$ cat config.mk
export PLATFORM = sky130hd
export DESIGN_NAME = sgp_device_flat
export DESIGN_NICKNAME = d
export VERILOG_FILES = /design/src/hdl/sgp_pkg.sv /design/src/hdl/sgp_bus_if.sv /design/src/hdl/sgp_gen_core.sv /design/src/hdl/sgp_device.sv /design/src/flat_wrapper.sv
export SDC_FILE = /design/constraint.sdc
export NUM_CORES = 1
export LEC_CHECK = 0
export BUFFER_PORTS_ARGS = -buffer_cell sky130_fd_sc_hd__buf_4
export CORE_MARGIN = 4
export CORE_UTILIZATION = 36
export DETAILED_ROUTE_END_ITERATION = 12
export HOLD_SLACK_MARGIN = 0.15
export SLEW_MARGIN = 20
export SYNTH_ARGS = -nofsm -noshare
export SYNTH_HDL_FRONTEND = slang
export SYNTH_SLANG_ARGS = --single-unit
export TNS_END_PERCENT = 50
$ cat constraint.sdc
create_clock -name CLK -period 2.3 [get_ports CLK]
set_input_delay 0.115 -clock CLK [delete_from_list [all_inputs] [get_ports CLK]]
set_output_delay 0.115 -clock CLK [all_outputs]
set_load 0.01 [all_outputs]
$ cat src/hdl/sgp_pkg.sv
package sgp_pkg;
	localparam int          BUS_W        = 8;
	localparam int          REG_CNT      = 16;
	localparam int          IDX_W        = 4;
	localparam logic [3:0]  CS_NIBBLE    = 4'h0;
	localparam logic        SEL_LOW_OK   = 1'b0;
	localparam logic        SEL_HIGH_OK  = 1'b1;
	localparam logic [7:0]  REG_RESET    = 8'h00;
	localparam logic [7:0]  AMP_MASK     = 8'h3f;
	localparam logic [7:0]  FULL_MASK    = 8'hff;
	localparam logic [3:0]  AMP_FIRST    = 4'h8;
	localparam logic [3:0]  AMP_LAST     = 4'ha;
	localparam int          NOISE_W      = 17;
	localparam int          CNT_W        = 16;
	localparam logic [2:0]  NOISE_TAP_A  = 3'h0;
	localparam logic [2:0]  NOISE_TAP_B  = 3'h3;

	// bus direction / primary control pair
	typedef enum logic [1:0] {
		SGP_IDLE  = 2'b00,
		SGP_READ  = 2'b01,
		SGP_WRITE = 2'b10,
		SGP_LATCH = 2'b11
	} sgp_code_t;

	// host sequencer states, gray from HS_IDLE through HS_DONE
	typedef enum logic [2:0] {
		HS_IDLE  = 3'b000,
		HS_ADDR  = 3'b001,
		HS_GAP   = 3'b011,
		HS_DATA  = 3'b010,
		HS_XFER  = 3'b110,
		HS_DONE  = 3'b111
	} sgp_hstate_t;

	function automatic logic [7:0] sgp_store_mask(input logic [3:0] idx);
		if (idx >= AMP_FIRST && idx <= AMP_LAST)
			return AMP_MASK;
		return FULL_MASK;
	endfunction : sgp_store_mask
endpackage : sgp_pkg

$ cat src/hdl/sgp_bus_if.sv
`timescale 1ns/1ps
interface sgp_bus_if;
	import sgp_pkg::*;
	logic [7:0] dev_dout;
	logic [7:0] dev_oe_n;
	logic [7:0] host_dout;
	logic [7:0] host_oe_n;
	logic [7:0] bus_din;
	logic       bus_direction_line;
	logic       bus_control_primary;
	logic       bus_control_unused;
	logic       upper_select_low_active;
	logic       upper_select_high_active;

	modport device (
		input  bus_din, bus_direction_line, bus_control_primary,
		input  bus_control_unused, upper_select_low_active,
		input  upper_select_high_active,
		output dev_dout, dev_oe_n
	);
	modport host (
		input  bus_din,
		output host_dout, host_oe_n, bus_direction_line,
		output bus_control_primary, bus_control_unused,
		output upper_select_low_active, upper_select_high_active
	);
endinterface : sgp_bus_if

$ cat src/hdl/sgp_gen_core.sv
`timescale 1ns/1ps
module sgp_gen_core
	import sgp_pkg::*;
#(
	parameter int NW = NOISE_W,
	parameter int CW = CNT_W
) (
	// clock and reset
	input  wire logic          clk,
	input  wire logic          nrst,
	input  wire logic          tick,
	// period from the register file
	input  wire logic [7:0]    noise_period,
	// state seen by the device
	output logic [NW-1:0]      noise_shift,
	output logic               noise_value,
	output logic [CW-1:0]      work_cnt
);
	always_ff @(posedge clk) begin
		if (!nrst) begin
			work_cnt <= '0;
		end else if (tick) begin
			if (work_cnt[7:0] >= noise_period)
				work_cnt <= '0;
			else
				work_cnt <= work_cnt + CW'(1);
		end
	end

	always_ff @(posedge clk) begin
		if (!nrst) begin
			noise_shift <= '1;
			noise_value <= 1'b0;
		end else if (tick && work_cnt[7:0] >= noise_period) begin
			noise_shift <= {noise_shift[0] ^ noise_shift[NOISE_TAP_B],
				noise_shift[NW-1:1]};
			noise_value <= noise_shift[NOISE_TAP_A];
		end
	end
endmodule : sgp_gen_core

$ cat src/hdl/sgp_device.sv
// Operation
// - idle code floats bus, no action
// - read code drives addressed register out
// - write code latches bus into register
// - latch code captures address, bus input
// - eight-bit muxed bus, low nibble selects
// - select pins must present code 01
// - deselected: bus floats, accesses ignored
// - reset clears all registers to zero
// - missing bits read back as zero
// - some expanded bits undefined after reset
// - reset clears generator counters
// - reset sets noise shifter all ones
// - reset clears noise output value
// - divide select low halves clock
// - unconnected divide select means undivided; here an open CLK_DIV_SEL has no pull-up and floats
// - every register readable by host
// - host drives only direction and primary; here sgp_host also holds bus_control_unused low
// - main clock times generators only; here CLK also clocks the address latch and register writes
// - bus access independent of clock rate
// - address held until next latch code
// - upper four address bits must be zero
// - write follows idle, data, write, idle
`timescale 1ns/1ps
module sgp_device
	import sgp_pkg::*;
#(
	parameter int NREG = REG_CNT
) (
	// clock and reset
	input  wire logic         CLK,
	input  wire logic         NRST,
	// clock divide select, floats when left open (no pull-up)
	input  wire logic         CLK_DIV_SEL,
	// host bus
	sgp_bus_if.device         BUS,
	// generator state
	output logic              NOISE_VALUE,
	output logic [NOISE_W-1:0] NOISE_SHIFT
);
	logic [7:0]      regs [NREG];
	logic [7:0]      addr_reg;
	logic            half_reg;
	logic            tick;
	logic            chip_sel;
	logic [1:0]      code;
	logic [IDX_W-1:0] idx;
	logic [CNT_W-1:0] work_cnt;

	// bus_control_unused is deliberately not read
	assign code = {BUS.bus_direction_line, BUS.bus_control_primary};
	assign idx  = addr_reg[IDX_W-1:0];
	// select pins are combined with the latched upper nibble
	assign chip_sel = BUS.upper_select_low_active == SEL_LOW_OK
		&& BUS.upper_select_high_active == SEL_HIGH_OK
		&& addr_reg[7:4] == CS_NIBBLE;

	// address latch; the upper nibble is kept so that a later
	// mismatch deselects the part
	always_ff @(posedge CLK) begin
		if (!NRST)
			addr_reg <= REG_RESET;
		else if (code == SGP_LATCH && BUS.upper_select_low_active == SEL_LOW_OK
			&& BUS.upper_select_high_active == SEL_HIGH_OK)
			addr_reg <= BUS.bus_din;
	end

	// registers: writes gated by chip select, missing bits kept zero
	always_ff @(posedge CLK) begin
		if (!NRST) begin
			for (int i = 0; i < NREG; i++)
				regs[i] <= REG_RESET;
		end else if (code == SGP_WRITE && chip_sel) begin
			// expanded bank is not modelled, so loose bits are stored as zero
			regs[idx] <= BUS.bus_din & sgp_store_mask(idx);
		end
	end

	// read path is combinational from the control levels so the
	// bus works at any generator clock rate
	always_comb begin
		BUS.dev_dout = regs[idx];
		if (code == SGP_READ && chip_sel)
			BUS.dev_oe_n = 8'h00;
		else
			BUS.dev_oe_n = 8'hff;
	end

	// divider: select high is undivided; an open select floats, there is no pull-up
	always_ff @(posedge CLK) begin
		if (!NRST)
			half_reg <= 1'b0;
		else
			half_reg <= ~half_reg;
	end
	assign tick = CLK_DIV_SEL ? 1'b1 : half_reg;

	sgp_gen_core u_gen (
		.clk          (CLK),
		.nrst         (NRST),
		.tick         (tick),
		.noise_period (regs[6]),
		.noise_shift  (NOISE_SHIFT),
		.noise_value  (NOISE_VALUE),
		.work_cnt     (work_cnt)
	);
endmodule : sgp_device

$ cat src/flat_wrapper.sv
// flat-port wrapper written by rule: the top's interface ports become plain ports
module sgp_device_flat import sgp_pkg::*;
#(
	parameter int NREG = REG_CNT
)
  (CLK, NRST, CLK_DIV_SEL, NOISE_VALUE, NOISE_SHIFT, BUS_bus_din, BUS_bus_direction_line, BUS_bus_control_primary, BUS_bus_control_unused, BUS_upper_select_low_active, BUS_upper_select_high_active, BUS_dev_dout, BUS_dev_oe_n);
  sgp_bus_if BUS_i ();
  input  wire logic CLK;
  input  wire logic NRST;
  input  wire logic CLK_DIV_SEL;
  output logic NOISE_VALUE;
  output logic [NOISE_W-1:0] NOISE_SHIFT;
  input wire logic [$bits(BUS_i.bus_din)-1:0] BUS_bus_din;
  input wire logic [$bits(BUS_i.bus_direction_line)-1:0] BUS_bus_direction_line;
  input wire logic [$bits(BUS_i.bus_control_primary)-1:0] BUS_bus_control_primary;
  input wire logic [$bits(BUS_i.bus_control_unused)-1:0] BUS_bus_control_unused;
  input wire logic [$bits(BUS_i.upper_select_low_active)-1:0] BUS_upper_select_low_active;
  input wire logic [$bits(BUS_i.upper_select_high_active)-1:0] BUS_upper_select_high_active;
  output wire logic [$bits(BUS_i.dev_dout)-1:0] BUS_dev_dout;
  output wire logic [$bits(BUS_i.dev_oe_n)-1:0] BUS_dev_oe_n;
  assign BUS_i.bus_din = BUS_bus_din;
  assign BUS_i.bus_direction_line = BUS_bus_direction_line;
  assign BUS_i.bus_control_primary = BUS_bus_control_primary;
  assign BUS_i.bus_control_unused = BUS_bus_control_unused;
  assign BUS_i.upper_select_low_active = BUS_upper_select_low_active;
  assign BUS_i.upper_select_high_active = BUS_upper_select_high_active;
  assign BUS_dev_dout = BUS_i.dev_dout;
  assign BUS_dev_oe_n = BUS_i.dev_oe_n;
  sgp_device #(.NREG(NREG)) u_core (.CLK(CLK), .NRST(NRST), .CLK_DIV_SEL(CLK_DIV_SEL), .BUS(BUS_i), .NOISE_VALUE(NOISE_VALUE), .NOISE_SHIFT(NOISE_SHIFT));
endmodule
==> out/metrics.json <==
{
  "detailed_routing": {
    "route.antenna.remaining_nets": 0,
    "post-route-drc-count": 0,
    "routed-via-count": 4599,
    "viasPerCell": 5.08,
    "routed_wire_length_per_instance_um": 19.2,
    "postRouteWirelength_mm": 17.4,
    "number_of_iterations_in_the_first_detailed_routing_pass": 5,
    "initialDrtViolationCount": 323
  },
  "synth": {
    "netlist_area_mm2": 0.00758,
    "post_synth_inst_count": 549,
    "post_synth_num_cell_types": 41,
    "postSynth.topFlopCell": "sky130_fd_sc_hd__edfxtp_1",
    "synth_largest_type_area_fraction_pct": 50.7,
    "synthTopCellsByArea": "sky130_fd_sc_hd__edfxtp_1 51%, sky130_fd_sc_hd__mux4_2 12%, sky130_fd_sc_hd__dfxtp_1 10%",
    "synth.avg_cell_area_um2": 13.8,
    "synth.yosys.seq_area_share_pct": 61.0,
    "yosys.area.top_type": "sky130_fd_sc_hd__edfxtp_1",
    "yosysWarnings": 0,
    "synth-seq-cells": 167,
    "synth_edf_count": 128,
    "async_reset_ff_share_pct": 0
  },
  "final_layout": {
    "finish.utilization_pct": 44.7,
    "layout.cells.most_common": "sky130_fd_sc_hd__edfxtp_1",
    "max_flop_register": "u_core.regs",
    "syn_to_final_growth_pct": 21.0,
    "non_filler_instance_count_after_layout": 906,
    "finish.net_count": 649,
    "reg.largest.list": "u_core.regs (128), u_core.u_gen.noise_shift (17)",
    "layout_cell_share_with_drive_strength_beyond_1_pct": 24.4,
    "largest_register_ff_count": 128,
    "layout.cells.most_common_list": "128 x sky130_fd_sc_hd__edfxtp_1, 99 x sky130_fd_sc_hd__and2_1, 60 x sky130_fd_sc_hd__buf_4",
    "antennaDiodeCount": 0,
    "fill_cells": 1821
  },
  "pwr": {
    "power-per-cell-area_mw_per_mm2": 716,
    "combinationalPowerShare_pct": 6.2,
    "switching_share_pct": 22.0,
    "switchingPower_mw": 1.45,
    "worst_ir_drop_vdd_mv": 0.533,
    "clockPowerShare_pct": 42.4,
    "cell_internal_pwr_mw": 5.12,
    "pwr-share-seq_pct": 51.4,
    "power_leakage_nw": 3.46
  },
  "global_routing": {
    "global_route.overflow_total": 0,
    "grt_first_pass_wirelength_mm": 27.4,
    "grt_pass1_vias": 4848,
    "track_usage_pct": 15.3,
    "grt_max_degree": 33,
    "grt_antenna_before_repair": 0
  },
  "die": {
    "io-pin-count": 50,
    "floorplan.die.height_um": 153,
    "die_w_um": 153,
    "placementRows": 52,
    "floorplan.die_area_mm2": 0.0234,
    "core_area_mm2": 0.0205,
    "initial_utilization_pct": 37.0
  },
  "critical_path": {
    "worstSetupEndpointType": "primary output",
    "reg2reg_setup_slack_ns": 0.18,
    "timing.critical_path.mode_cell": "sky130_fd_sc_hd__mux4_2",
    "crit-reg2reg-capture": "u_core.regs[4][2]",
    "timing.critical_path.max_delay_family": "multiplexers",
    "r2r_cells": 4,
    "crit_path_max_incr_delay_ns": 0.55,
    "worstPathRequired_ns": 2.18,
    "arrival_ns": 2.25,
    "path_class": "reg -> out",
    "critical_path_peak_fanout": 8,
    "worstPathCellList": "buf_12, mux4_2, mux4_2, buf_6",
    "timing.critical_path.slowest_stage_cell": "sky130_fd_sc_hd__mux4_2",
    "worstReg2RegStart": "u_core.addr_reg[7]",
    "critical_path.startpoint_type": "flip-flop",
    "timing.critical_path.buf_inv": 2
  },
  "cts": {
    "cts_max_path_buffers": 2,
    "worst_setup_hold_path_clk_slew_ns": 0.06,
    "post_cts_setup_buffers": 0,
    "cts_tree": "done",
    "htreeDepth": 4,
    "worstSkewPairLatency_ns": 0.42,
    "numCtsBuffers": 17,
    "clkSinkCount": 167,
    "clockRootBuffer": "sky130_fd_sc_hd__clkbuf_16"
  },
  "hold_path": {
    "min_from": "BUS_bus_direction_line",
    "worst_hold_path.endpoint": "u_core.addr_reg[6]",
    "hold_path_class": "in -> reg",
    "worst_hold_path.num_cells": 4
  },
  "outcome": {
    "failing_checks": "setup timing",
    "run_status": "finished, violations left"
  },
  "sta": {
    "fmax_ghz": 0.422,
    "clock_skew_ns": 0.00950,
    "final-setup-viol-count": 8,
    "final.hold.worst_slack_ns": 0.237,
    "tns_ns": -0.463,
    "least_setup_slack_across_all_paths_after_layout_ns": -0.0698,
    "rsz0062_at_grt": "yes",
    "fin_crit_ns": 2.37,
    "timing_hold_violations_final": 0,
    "finalMaxSlewViolations": 0,
    "worst-slew-pin-transition_ns": 0.704,
    "maxSlewHeadroom_pct": 53.1,
    "finalCritPeriodShare_pct": 103
  },
  "flow_run": {
    "maxCapViolations": 0
  },
  "placement": {
    "place_hpwl_mm": 11.8,
    "buffer_ports.inserted": 48,
    "post-place-cells": 863,
    "post-place-ws_ns": 0.215,
    "gp_congestion": 0.796
  }
}
synthesized netlist by cell type (all sizes together), types with 2 or more instances:
| master | n |
|---|---|
| or3 | 3 |
| clkbuf | 16 |
| nand2 | 36 |
| xnor2 | 4 |
| and3 | 7 |
| dfxtp | 39 |
| nand3 | 7 |
| ha | 9 |
| edfxtp | 128 |
| nand2b | 11 |
| nand4 | 3 |
| and2 | 99 |
| nor4 | 4 |
| nor2 | 47 |
| inv | 8 |
| nor3 | 18 |
| nor2b | 5 |
| xor2 | 4 |
| buf | 20 |
| a21oi | 8 |
| mux2i | 19 |
| o2111ai | 2 |
| mux4 | 40 |
routing by layer:
metal | vias up | share of wire, % | track usage [%]
met1 | 2289 | 44 | 20.4
met4 | 0 | 1.7 | 4.84
met2 | 152 | 49 | 25.3
met5 | - | 0 | 0
met3 | 24 | 5.4 | 3.08
li1 | 2134 | - | -
cell families after synthesis:
| kind of cell | Yosys count | share of synthesized area (%) |
|---|---|---|
| and+or+nand+nor | 243 | 17.4 |
| DFF | 167 | 61.0 |
| muxes | 59 | 14.4 |
| buffers and inverters | 45 | 2.97 |
| AOI/OAI and AO/OA | 17 | 1.68 |
| adders and majority gates | 9 | 1.49 |
| xor gates and xnor gates | 8 | 0.925 |
| other | 1 | 0.0495 |
cell type report:
type                    count  area (um^2)  share of cell area [%]
clock inverters            14          149                    1.62
multi-input cells         342         2760                    30.1
inverters                   9         33.8                   0.368
repair buffers             87          836                    9.11
well taps                 270          338                    3.68
flip-flops and latches    167         4630                    50.5
clock buffers              17          425                    4.64
how the worst max path moves through the flow:
| stage | end | slack, ns | cells after the start |
|---|---|---|---|
| floorplan | u_core.u_gen.noise_shift[10] | 0.32 | 8 |
| global placement | u_core.regs[0][0] | 0.24 | 4 |
| detailed placement | u_core.u_gen.noise_shift[14] | 0.22 | 6 |
| CTS | BUS_dev_dout[4] | -0.10 | 4 |
| global route | BUS_dev_dout[4] | -0.13 | 4 |
| finish | BUS_dev_dout[5] | -0.07 | 4 |
per-stage QoR:
| step | power (mW) | cell area, um^2 |
|---|---|---|
| after floorplan | 3.65 | 7590 |
| after global routing | 6.81 | 9170 |
| after CTS | 6.62 | 9160 |
| after detailed placement | 3.82 | 8390 |
| after global placement | 3.81 | 8390 |
| final | 6.56 | 9170 |
power groups by stage:
| stage | clock [mW] | combinational, mW | sequential (mW) |
|---|---|---|---|
| 3_3_place_gp | 0 | 0.377 | 3.43 |
| 6_report | 2.78 | 0.407 | 3.38 |
| 4_1_cts | 2.83 | 0.412 | 3.38 |
| 3_5_place_dp | 0 | 0.384 | 3.44 |
| 2_1_floorplan | 0 | 0.227 | 3.42 |
| 5_1_grt | 2.98 | 0.443 | 3.38 |
worst reg2reg max path, cell delays in order (launching register included):
cell and delay, ns:
sky130_fd_sc_hd__dfxtp_1 0.34, sky130_fd_sc_hd__nor4_4 0.37, sky130_fd_sc_hd__and4_1 0.49, sky130_fd_sc_hd__nand3_1 0.20
sky130_fd_sc_hd__nand2_1 0.37
repair_timing:
| item | 4_1_cts | 5_1_grt |
|---|---|---|
| resized for setup | 11 | 2 |
| hold buffers | 10 | 0 |
| endpoints found under the hold margin | 29 | 0 |
| pin swaps | 0 | 0 |
| gates cloned | 2 | 0 |
| endpoints found under the setup margin | 8 | 14 |
Note: power is estimated with default switching activity, not from simulation.
